### config.mk
export PLATFORM = sky130hd
export DESIGN_NAME = dfip_top
export DESIGN_NICKNAME = d
export VERILOG_FILES = /design/src/hw/dfip_pkg.sv /design/src/hw/dfip_mem.sv /design/src/hw/dfip_top.sv
export SDC_FILE = /design/constraint.sdc
export NUM_CORES = 1
export LEC_CHECK = 0
export ABC_AREA = 1
export BUFFER_PORTS_ARGS = -buffer_cell sky130_fd_sc_hd__buf_2
export CAP_MARGIN = 25
export CORE_AREA = 2 2 150 211
export CTS_CLUSTER_DIAMETER = 60
export DETAILED_ROUTE_END_ITERATION = 6
export DIE_AREA = 0 0 152 213
export MAX_ROUTING_LAYER = met4
export PLACE_DENSITY = 0.78
export SKIP_LAST_GASP = 1
export SYNTH_ARGS = -nofsm -noshare
export SYNTH_HDL_FRONTEND = slang
export SYNTH_SLANG_ARGS = --single-unit
### constraint.sdc
create_clock -name mclk -period 4.65 [get_ports mclk]
set_input_delay 0.465 -clock mclk [delete_from_list [all_inputs] [get_ports mclk]]
set_output_delay 0.465 -clock mclk [all_outputs]
set_load 0.01 [all_outputs]
### src/hw/dfip_pkg.sv
// constants and carrier types for the framed double-data-rate input port
// assumes one 100 MHz clock; every pin is slow enough to be oversampled by it
package dfip_pkg;
  localparam int LANE_W = 8;
  localparam int SAMPLE_W = 16;
  localparam int FIFO_AW = 3;
  localparam int DIV_W = 4;
  localparam logic [DIV_W-1:0] DIV_RATIO_DEFAULT = 4'h2;
  localparam logic [1:0] LAST_BYTE_IDX = 2'h3;
  localparam logic [1:0] FIRST_NEXT_IDX = 2'h1;
  localparam logic [SAMPLE_W-1:0] ZERO_CODE = 16'h0000;
  localparam logic [3:0] SER_CMD_BITS = 4'h8;
  localparam logic [3:0] SER_ALL_BITS = 4'hf;

  typedef struct packed {
    logic [SAMPLE_W-1:0] a;
    logic [SAMPLE_W-1:0] b;
  } dfip_pair_type;

  // sink magnitudes: all ones is full-scale sink, zero is no current
  typedef struct packed {
    logic [SAMPLE_W-1:0] a_true;
    logic [SAMPLE_W-1:0] a_comp;
    logic [SAMPLE_W-1:0] b_true;
    logic [SAMPLE_W-1:0] b_comp;
  } dfip_analog_type;

  typedef struct packed {
    logic sdio_out;
    logic sdio_oe;
    logic alarm_serial_out;
  } dfip_serial_type;
endpackage

### src/hw/dfip_mem.sv
// small sample store of the input fifo, registered read data
// assumes the owner keeps its own pointers and never reads and writes one word in a cycle
`timescale 1ns/1ps
module dfip_mem #(
  parameter int WIDTH = 32,
  parameter int AW = 3
) (
  input wire logic mclk, // system clock
  input wire logic wr_en, // write strobe
  input wire logic [AW-1:0] wr_addr, // write address
  input wire logic [WIDTH-1:0] wr_data, // write word
  input wire logic [AW-1:0] rd_addr, // read address
  output logic [WIDTH-1:0] rd_data // read word, one cycle after address
);
  typedef struct packed {
    logic [(1<<AW)-1:0][WIDTH-1:0] mem;
    logic [WIDTH-1:0] rd;
  } dfip_mem_st_type;

  dfip_mem_st_type st_ff;
  dfip_mem_st_type nxt_st;

  always_comb
  begin
    nxt_st = st_ff;
    if (wr_en)
    begin
      nxt_st.mem[wr_addr] = wr_data;
    end
    nxt_st.rd = st_ff.mem[rd_addr];
  end

  // no reset: contents are flushed by the pointers, not cleared
  always_ff @(posedge mclk)
  begin
    st_ff <= nxt_st;
  end

  assign rd_data = st_ff.rd;
endmodule

### src/hw/dfip_top.sv
// framed double-data-rate byte input, fifo, divider sync, transmit gate and pin roles
// assumes all pins are asynchronous to mclk and toggle well below half its rate
`timescale 1ns/1ps
module dfip_top #(
  parameter int FIFO_AW = dfip_pkg::FIFO_AW,
  parameter logic [dfip_pkg::DIV_W-1:0] DIV_RATIO = dfip_pkg::DIV_RATIO_DEFAULT
) (
  input wire logic mclk, // system clock, 100 MHz
  input wire logic srst, // synchronous reset, active high
  input wire logic forwarded_byte_clock, // ddr byte clock from the source
  input wire logic [dfip_pkg::LANE_W-1:0] byte_lanes, // ddr data lanes
  input wire logic frame_marker, // frame start marker
  input wire logic converter_clock, // converter sample clock
  input wire logic divider_sync_strobe, // divider reset strobe
  input wire logic transmit_gate, // high lets data through
  input wire logic lane_reverse, // swap lane significance
  input wire logic ext_ref_select, // high: reference pin is an input
  input wire logic four_wire_select, // high: read data on the alarm pin
  input wire logic serial_select_n, // serial access select, active low
  input wire logic serial_clock, // serial bit clock
  input wire logic sdio_in, // serial data pin, input side
  output dfip_pkg::dfip_serial_type serial_pins, // sdio drive, enable and alarm pin
  output logic reference_pin_oe, // high while reference is driven out
  output dfip_pkg::dfip_analog_type dac_codes, // sink codes of all four outputs
  output logic div_tick // one-cycle pulse of the divided converter clock
);
  import dfip_pkg::*;

  localparam int PW = FIFO_AW + 1;

  typedef struct packed {
    logic [2:0] bclk;
    logic [1:0][LANE_W-1:0] lanes;
    logic [1:0] frame;
    logic [2:0] cclk;
    logic [1:0] strobe;
    logic strobe_prev;
    logic [1:0] gate;
    logic [2:0] sclk;
    logic [1:0] sel_n;
    logic [1:0] sdi;
    logic [1:0] byte_idx;
    logic [23:0] acc;
    logic wr_en;
    logic [2*SAMPLE_W-1:0] wr_data;
    logic [PW-1:0] wptr;
    logic [PW-1:0] rptr;
    logic [DIV_W-1:0] div_cnt;
    logic tick;
    logic rd_pend;
    logic rd_ok;
    logic overflow;
    logic ref_oe;
    logic [3:0] bit_cnt;
    logic [7:0] shreg;
    dfip_serial_type ser;
    dfip_analog_type out;
  } dfip_st_type;

  dfip_st_type st_ff;
  dfip_st_type nxt_st;
  logic [2*SAMPLE_W-1:0] rd_word;

  function automatic logic [LANE_W-1:0] lane_order(input logic [LANE_W-1:0] b, input logic rev);
    logic [LANE_W-1:0] r;
    r = b;
    if (rev)
    begin
      for (int i = 0; i < LANE_W; i++)
      begin
        r[i] = b[LANE_W-1-i];
      end
    end
    return r;
  endfunction

  function automatic dfip_analog_type to_sinks(input dfip_pair_type p);
    dfip_analog_type s;
    s.a_true = ~p.a;
    s.a_comp = p.a;
    s.b_true = ~p.b;
    s.b_comp = p.b;
    return s;
  endfunction

  ////////////////////////////////////////////////////////////////////////////
  // next state

  logic bclk_rise;
  logic bclk_fall;
  logic cclk_rise;
  logic sclk_rise;
  logic frame_start;
  logic fifo_full;
  logic fifo_empty;
  logic [LANE_W-1:0] in_byte;

  always_comb
  begin
    nxt_st = st_ff;
    bclk_rise = st_ff.bclk[1] & ~st_ff.bclk[2];
    bclk_fall = ~st_ff.bclk[1] & st_ff.bclk[2];
    cclk_rise = st_ff.cclk[1] & ~st_ff.cclk[2];
    sclk_rise = st_ff.sclk[1] & ~st_ff.sclk[2];
    frame_start = bclk_rise & st_ff.frame[1];
    fifo_full = (st_ff.wptr[FIFO_AW-1:0] == st_ff.rptr[FIFO_AW-1:0]) &&
                (st_ff.wptr[FIFO_AW] != st_ff.rptr[FIFO_AW]);
    fifo_empty = st_ff.wptr == st_ff.rptr;
    in_byte = lane_order(st_ff.lanes[1], lane_reverse);

    // two-flop synchronisers; third stage only for edge detection
    nxt_st.bclk = {st_ff.bclk[1:0], forwarded_byte_clock};
    nxt_st.lanes = {st_ff.lanes[0], byte_lanes};
    nxt_st.frame = {st_ff.frame[0], frame_marker};
    nxt_st.cclk = {st_ff.cclk[1:0], converter_clock};
    nxt_st.strobe = {st_ff.strobe[0], divider_sync_strobe};
    nxt_st.gate = {st_ff.gate[0], transmit_gate};
    nxt_st.sclk = {st_ff.sclk[1:0], serial_clock};
    nxt_st.sel_n = {st_ff.sel_n[0], serial_select_n};
    nxt_st.sdi = {st_ff.sdi[0], sdio_in};

    // byte assembly: a msb, a lsb, b msb, b lsb
    nxt_st.wr_en = 1'b0;
    if (st_ff.gate[1] && (bclk_rise || bclk_fall))
    begin
      if (frame_start)
      begin
        nxt_st.acc = {16'h0000, in_byte};
        nxt_st.byte_idx = FIRST_NEXT_IDX;
        nxt_st.wptr = '0;
        nxt_st.rptr = '0;
      end
      else if (st_ff.byte_idx == LAST_BYTE_IDX)
      begin
        nxt_st.byte_idx = 2'h0;
        if (fifo_full)
        begin
          nxt_st.overflow = 1'b1;
        end
        else
        begin
          nxt_st.wr_en = 1'b1;
          nxt_st.wr_data = {st_ff.acc, in_byte};
          nxt_st.wptr = st_ff.wptr + 1'b1;
        end
      end
      else
      begin
        nxt_st.acc = {st_ff.acc[15:0], in_byte};
        nxt_st.byte_idx = st_ff.byte_idx + 1'b1;
      end
    end

    // converter clock divider and fifo read
    nxt_st.tick = 1'b0;
    nxt_st.rd_pend = 1'b0;
    nxt_st.rd_ok = st_ff.rd_pend;
    if (cclk_rise)
    begin
      nxt_st.strobe_prev = st_ff.strobe[1];
      if (st_ff.strobe[1] && !st_ff.strobe_prev)
      begin
        nxt_st.div_cnt = '0;
      end
      else if (st_ff.div_cnt >= DIV_RATIO - 1'b1)
      begin
        nxt_st.div_cnt = '0;
        nxt_st.tick = 1'b1;
        // a frame start flushes this cycle, so the read waits for the next tick
        if (!fifo_empty && !frame_start)
        begin
          nxt_st.rptr = st_ff.rptr + 1'b1;
          nxt_st.rd_pend = 1'b1;
        end
      end
      else
      begin
        nxt_st.div_cnt = st_ff.div_cnt + 1'b1;
      end
    end

    if (!st_ff.gate[1])
    begin
      nxt_st.out = to_sinks('{a: ZERO_CODE, b: ZERO_CODE});
    end
    // memory read data stands one cycle after the pointer moves
    else if (st_ff.rd_ok)
    begin
      nxt_st.out = to_sinks(rd_word);
    end

    nxt_st.ref_oe = ~ext_ref_select;

    // serial port: 8 bits in, then the same byte echoed out
    if (st_ff.sel_n[1])
    begin
      nxt_st.bit_cnt = 4'h0;
      nxt_st.ser.sdio_oe = 1'b0;
    end
    else if (sclk_rise)
    begin
      if (st_ff.bit_cnt < SER_CMD_BITS)
      begin
        nxt_st.shreg = {st_ff.shreg[6:0], st_ff.sdi[1]};
      end
      else
      begin
        nxt_st.shreg = {st_ff.shreg[6:0], 1'b0};
      end
      if (st_ff.bit_cnt != SER_ALL_BITS)
      begin
        nxt_st.bit_cnt = st_ff.bit_cnt + 1'b1;
      end
      if (nxt_st.bit_cnt >= SER_CMD_BITS)
      begin
        nxt_st.ser.sdio_out = nxt_st.shreg[7];
        nxt_st.ser.sdio_oe = ~four_wire_select;
      end
    end
    // alarm pin idles high (no fault) unless read data is routed there
    nxt_st.ser.alarm_serial_out = four_wire_select ? nxt_st.ser.sdio_out : ~st_ff.overflow;
  end

  ////////////////////////////////////////////////////////////////////////////
  // state register

  always_ff @(posedge mclk)
  begin
    if (srst)
    begin
      st_ff <= '0;
      st_ff.out <= to_sinks('{a: ZERO_CODE, b: ZERO_CODE});
      st_ff.ref_oe <= 1'b1;
      st_ff.ser.alarm_serial_out <= 1'b1;
    end
    else
    begin
      st_ff <= nxt_st;
    end
  end

  dfip_mem #(
    .WIDTH(2 * SAMPLE_W),
    .AW(FIFO_AW)
  ) u_mem (
    .mclk(mclk),
    .wr_en(st_ff.wr_en),
    .wr_addr(st_ff.wptr[FIFO_AW-1:0] - 1'b1),
    .wr_data(st_ff.wr_data),
    .rd_addr(st_ff.rptr[FIFO_AW-1:0] - 1'b1),
    .rd_data(rd_word)
  );

  assign serial_pins = st_ff.ser;
  assign reference_pin_oe = st_ff.ref_oe;
  assign dac_codes = st_ff.out;
  assign div_tick = st_ff.tick;
endmodule
## Yosys cells after proc, flatten, opt, wreduce, memory -nomap -nowiden

Index checks and enable logic that the tools add are counted.
W data, S select, Z words.

| cells by class | value |
|---|---|
| add/subtract/negate cells | 7 |
| order comparisons | 6 |
| equality and inequality tests | 7 |
| muxes and demuxes | 31 |
| bitwise operators | 22 |
| reductions and logical operators | 21 |

Operator list:

| kind | count |
|---|---|
| $bwmux W256 | 1 |
| $bmux W32 S3 | 1 |
| $demux W32 S3 | 1 |
| $mux W37 | 2 |
| $mux W32 | 2 |
| $mux W4 | 11 |
| $not A16 Y16 | 2 |
| $mux W26 | 1 |
| $mux W24 | 1 |
| $add A4 B1 Y4 const B | 4 |
| $not A1 Y1 | 15 |
| $mux W10 | 1 |
| $mux W2 | 5 |
| $lt A3 B4 Y1 const B | 2 |
| $mux W8 | 1 |
| $reduce_and A4 Y1 | 2 |
| $reduce_or A4 Y1 | 2 |
| $reduce_and A2 Y1 | 3 |
| $sub A3 B1 Y3 const B | 2 |
| $and A1 B1 Y1 | 5 |
| $logic_and A1 B1 Y1 | 5 |
| $eq A4 B4 Y1 | 1 |
| $ge A4 B1 Y1 const B | 1 |
| $ge A4 B4 Y1 const B | 1 |
| 15 further kinds | 22 |

| storage, ports and cells | value |
|---|---|
| bits in registers | 478 |
| bits of input ports | 21 |
| output and inout bits | 69 |
| logic and storage cells | 135 |

## Logic depth before layout (Yosys ltp)

| logic depth | value |
|---|---|
| depth after elaboration | 9 |
| gate-level depth with buffers | 11 |
| depth with buffers taken out | 11 |

## Cells and area by module

A second synthesis with hierarchy kept.

| unflattened totals | value |
|---|---|
| cells, all modules | 2,168 |
| area total of the unflattened synthesis | 19,583.8 um2 |

Modules (own cells, without submodules):

| module | times used | cells each | area each (um2) | seq. area each (um2) |
|---|---|---|---|---|
| dfip_mem | 1 | 1,188 | 12,109.1 | 8,328.0 |
| dfip_top | 1 | 980 | 7,474.7 | 3,803.6 |

## Worst setup path before layout

Ideal clock, no wire load.

| timing | value |
|---|---|
| path type | register to register |
| from | register, netlist name st_ff[92] |
| to | register u_mem.st_ff[100] (netlist bit), enable pin |
| library setup time | 421 ps |
| arrival | 2,358 ps |
| data required time | 4,229 ps |
| setup slack | 1,871 ps |
| cell stages (with the launch flop) | 6 |
| path buffers | 0 |
| period minus slack after synthesis | 2,779 ps |
| cell sequence | dfxtp_1 inv_1 ha_1 xnor2_1 nand2_1 nor2_1 |

RTL lines:

| element | line | source |
|---|---|---|
| end signal: assignment | dfip_mem.sv:36 | `st_ff <= nxt_st;` |
| end: declaration | dfip_mem.sv:20 | `dfip_mem_st_type st_ff;` |

## Final worst setup path

| timing | value |
|---|---|
| from | register st_ff[190] (netlist bit) |
| to | register st_ff[117] (netlist bit) |

| on the way | value |
|---|---|
| cells in the longest elaborated chain, start to end | 5 |
| elaborated cells on any way between the ends | 8 |
| classes of those cells | bitwise: 5; reduce/logical: 3 |

Ends and longest elaborated chain:

| element | line | source |
|---|---|---|
| start: declaration | dfip_top.sv:60 | `dfip_st_type st_ff;` |
| start signal: assignment | dfip_top.sv:238 | `st_ff <= nxt_st;` |
| $not A1 Y1 | dfip_top.sv:101 | `bclk_rise = st_ff.bclk[1] & ~st_ff.bclk[2];` |
| $and A1 B1 Y1 | dfip_top.sv:101 |  |
| $and A1 B1 Y1 or $logic_or A1 B1 Y1 (tied branches) | dfip_top.sv:105, dfip_top.sv:124 |  |
| $not A1 Y1 (no source line) or $logic_and A1 B1 Y1 (tied branches) | -- |  |
| $reduce_and A4 Y1 (no source line) * | -- |  |

Every way passes the cells marked *; elsewhere a longest branch is shown, timed or not.
A chain may end at the register's enable or synchronous reset.

==> flow_summary_export.csv <==
group,metric,value,unit
setup_path,cp_num_buf_inv,1,
global_routing,grt_pass1_vias,11017,
clock_network,cts-root-buf,"clkbuf_16",
floorplanning,start_util,59.1,%
yosys,synth_commonest_cells,"edfxtp_1, nand2_1, nor2_1",
floorplanning,die_w,152,um
cells_and_area,fin_area,19600,sq um
setup_path,startpoint,"st_ff[190]$_SDFF_PP0_",
clock_network,ctsResizeCount,0,
timing,worst_clock_skew,0.0171,ns
cells_and_area,drive_gt1_share,11.8,%
timing,setup_viol,0,
yosys,synth_area_leader_cell,"edfxtp_1",
yosys,synth.most_common_cell,"edfxtp_1",
setup_path,critPathLaunchType,"flop",
timing,slew_violations,0,
cells_and_area,final_nets,1684,
place,port_buffers,89,
timing,slew_headroom,37.6,%
detailed_routing,wl_met3,1.91,mm
setup_path,cp_slowest_cell,"nand3_2",
timing,fmax,0.372,GHz
power_and_ir_drop,leakage,7.07,nW
cells_and_area,area_delta_synth_final,8.48,%
floorplanning,dieArea,32400,sq um
global_routing,antenna_found_initial,0,
floorplanning,row_count,76,
yosys,synth_area_leaders,"edfxtp_1, dfxtp_1, nand2_1, nor2_1, o21ai_0",
setup_path,crit_chain,"inv_1, ha_1, or2_1, nor2_8, nand3_2, nand2_1, a21oi_1",
floorplanning,ios,90,
yosys,yosysTopAreaCellShare,42.6,%
detailed_routing,antenna_left,0,
setup_path,arrival,3.07,ns
detailed_routing,wl_per_cell,16.6,um
yosys,ys_seq_elements,478,
yosys,async_flop_share,0,%
setup_path,critPathMaxStageDelay,0.65,ns
setup_path,path_max_fanout,36,
yosys,syn_avg_cell_area,10.9,sq um
power_and_ir_drop,ir_drop,0.000278,V
timing,worst_slew_pin_slew,0.937,ns
cells_and_area,diodes,0,
clock_network,cts_buffer_depth,3,
clock_network,clock_sinks,478,
yosys,synth-edff-count,256,
setup_path,critPathRequiredTime,5.04,ns
detailed_routing,vias_per_cell,5.56,
timing,timing.final.crit_share,57.8,%
clock_network,post_cts_buffers,0,
yosys,yosysUniqueCellTypes,38,
detailed_routing,vias,11554,
job,drv_cap,0,
detailed_routing,wl_met2,17.4,mm
detailed_routing,drc,0,
clock_network,htree_levels,2,
clock_network,cts_made_buffers,43,
detailed_routing,met1_length,14.1,mm
detailed_routing,first_iter_violations,828,
timing,rsz0062_at_grt,"false",
global_routing,grtUsageTotal,21.6,%
yosys,synth_warnings,0,
global_routing,grt_max_degree,100,
setup_path,cpLargestDelayFamily,"simple AND/OR/NAND/NOR gates",
yosys,synth_fp_nets,1689,
setup_path,cp-end-kind,"flop",
yosys,synth-main-ff-cell,"edfxtp_1",
timing,post-route-min-period,2.69,ns
clock_network,clock_latency,0.55,ns
place,placed_area,18200,sq um
timing,final-hold-violation-count,0,
cells_and_area,num-fill-cells,2238,
detailed_routing,wirelength,34.4,mm
yosys,postSynthCellCount,1658,
global_routing,grt_overflow,0,
timing,final.setup.tns,0,ns
yosys,ys_seq_area_share,67.3,%
floorplanning,die_h,213,um
min_path,hp-class,"in -> reg",
status,outcome,"complete, no violations",
detailed_routing,dr.max_layer_used,"met4",
clock_network,hold_buffers,0,
place,hpwl,19.1,mm
global_routing,grt_pass1_wl,54.9,mm
setup_path,crit_type,"reg -> reg",
floorplanning,coreArea,30500,sq um
power_and_ir_drop,p_per_area,403,nW/um^2
yosys,synth_area,18000,sq um
clock_network,clkTransAtPathRegs,0.06,ns
min_path,worstHoldStart,"ext_ref_select",
setup_path,r2r_start,"st_ff[190]$_SDFF_PP0_",
place,gp_congestion,0.837,
detailed_routing,drt_first_pass_iters,5,
clock_network,cts_tree,"built",
==> registers in the layout, summed over array words and instances (netlist names) <==
register and cells:
serial_pins 3, u_mem.st_ff 256, reference_pin_oe 1, nxt_st 20, dac_codes 64, u_mem.rd_data 32, st_ff 101, div_tick 1
==> final cells by class <==
cell class / count / area [sq um] / share of cell area, %
clock buffer: 62 / 1220 / 6.22
clock inverter: 18 / 140 / 0.716
inverter: 113 / 427 / 2.18
multi-input combinational: 908 / 4540 / 23.2
sequential: 478 / 12100 / 62.0
tap: 390 / 488 / 2.49
timing repair buffer: 109 / 618 / 3.16
==> cells in the final DEF, fill, tap and decap left out, types with 2 or more instances in the layout <==
master / synthesis / final
clkbuf_16: 0 / 45
inv_2: 3 / 3
edfxtp_1: 256 / 256
clkbuf_2: 2 / 2
dfxtp_1: 222 / 220
clkbuf_8: 0 / 2
mux2i_1: 32 / 32
inv_1: 109 / 109
nor2_1: 232 / 223
clkbuf_1: 38 / 12
o21ai_1: 16 / 16
o32ai_1: 32 / 32
clkinv_1: 0 / 4
a21oi_1: 101 / 101
clkinvlp_4: 0 / 2
ha_1: 10 / 9
clkinv_2: 0 / 6
nor2_2: 2 / 11
o21ai_0: 128 / 128
buf_2: 29 / 88
a21o_1: 11 / 11
nor2_4: 2 / 2
nand2_1: 246 / 246
nand4_1: 35 / 35
nor3_1: 4 / 4
buf_4: 72 / 20
nand3_1: 14 / 14
o22ai_1: 32 / 32
==> report_power, final <==
part           total [W]  leakage [nW]  switching [W]  internal, W
Sequential       0.00443          4.18     0.00000736      0.00442
Clock            0.00339         0.662        0.00150      0.00189
Combinational  0.0000751          2.22      0.0000525    0.0000226
Total            0.00789          7.07        0.00156      0.00633
==> logic make-up after synthesis <==
| kind of cell | after synthesis | share of synthesized area [%] |
|---|---|---|
| adders and majority gates | 10 | 0.694 |
| muxes | 32 | 1.78 |
| buffers and inverters | 272 | 7.82 |
| and+or+nand+nor | 542 | 12.3 |
| DFF | 478 | 67.3 |
| xor gates and xnor gates | 3 | 0.187 |
| AOI/OAI and AO/OA | 321 | 9.97 |
==> per-layer routing <==
layer / track usage (%) / vias up
li1: - / 5574
met1: 25.8 / 5524
met2: 36.9 / 379
met3: 3.31 / 77
met4: 8.96 / 0
met5: - / -
==> path summary, 6_finish.rpt <==
check / cells past startpoint / slack (ns) / to
max: 7 / 1.96 / st_ff[117]$_SDFFE_PP0P_
max reg2reg: 7 / 1.96 / st_ff[117]$_SDFFE_PP0P_
min: 2 / 0.1 / reference_pin_oe$_SDFF_PP1_
min reg2reg: 2 / 0.40 / st_ff[156]$_SDFF_PP0_
==> stage by stage <==
step	utilization, %	setup WS [ns]	instances	power [W]	hold slack [ns]
2_1_floorplan	-	1.87	1658	0.00457	0.388
3_3_place_gp	59.6	2.08	1997	0.00459	0.393
3_5_place_dp	59.6	1.99	1997	0.00459	0.396
4_1_cts	64.0	1.96	2077	0.00794	0.0846
5_1_grt	64.1	1.77	2078	0.00812	0.0985
6_report	64.1	1.96	2078	0.00789	0.0994
(Power assumes the default switching activity.)
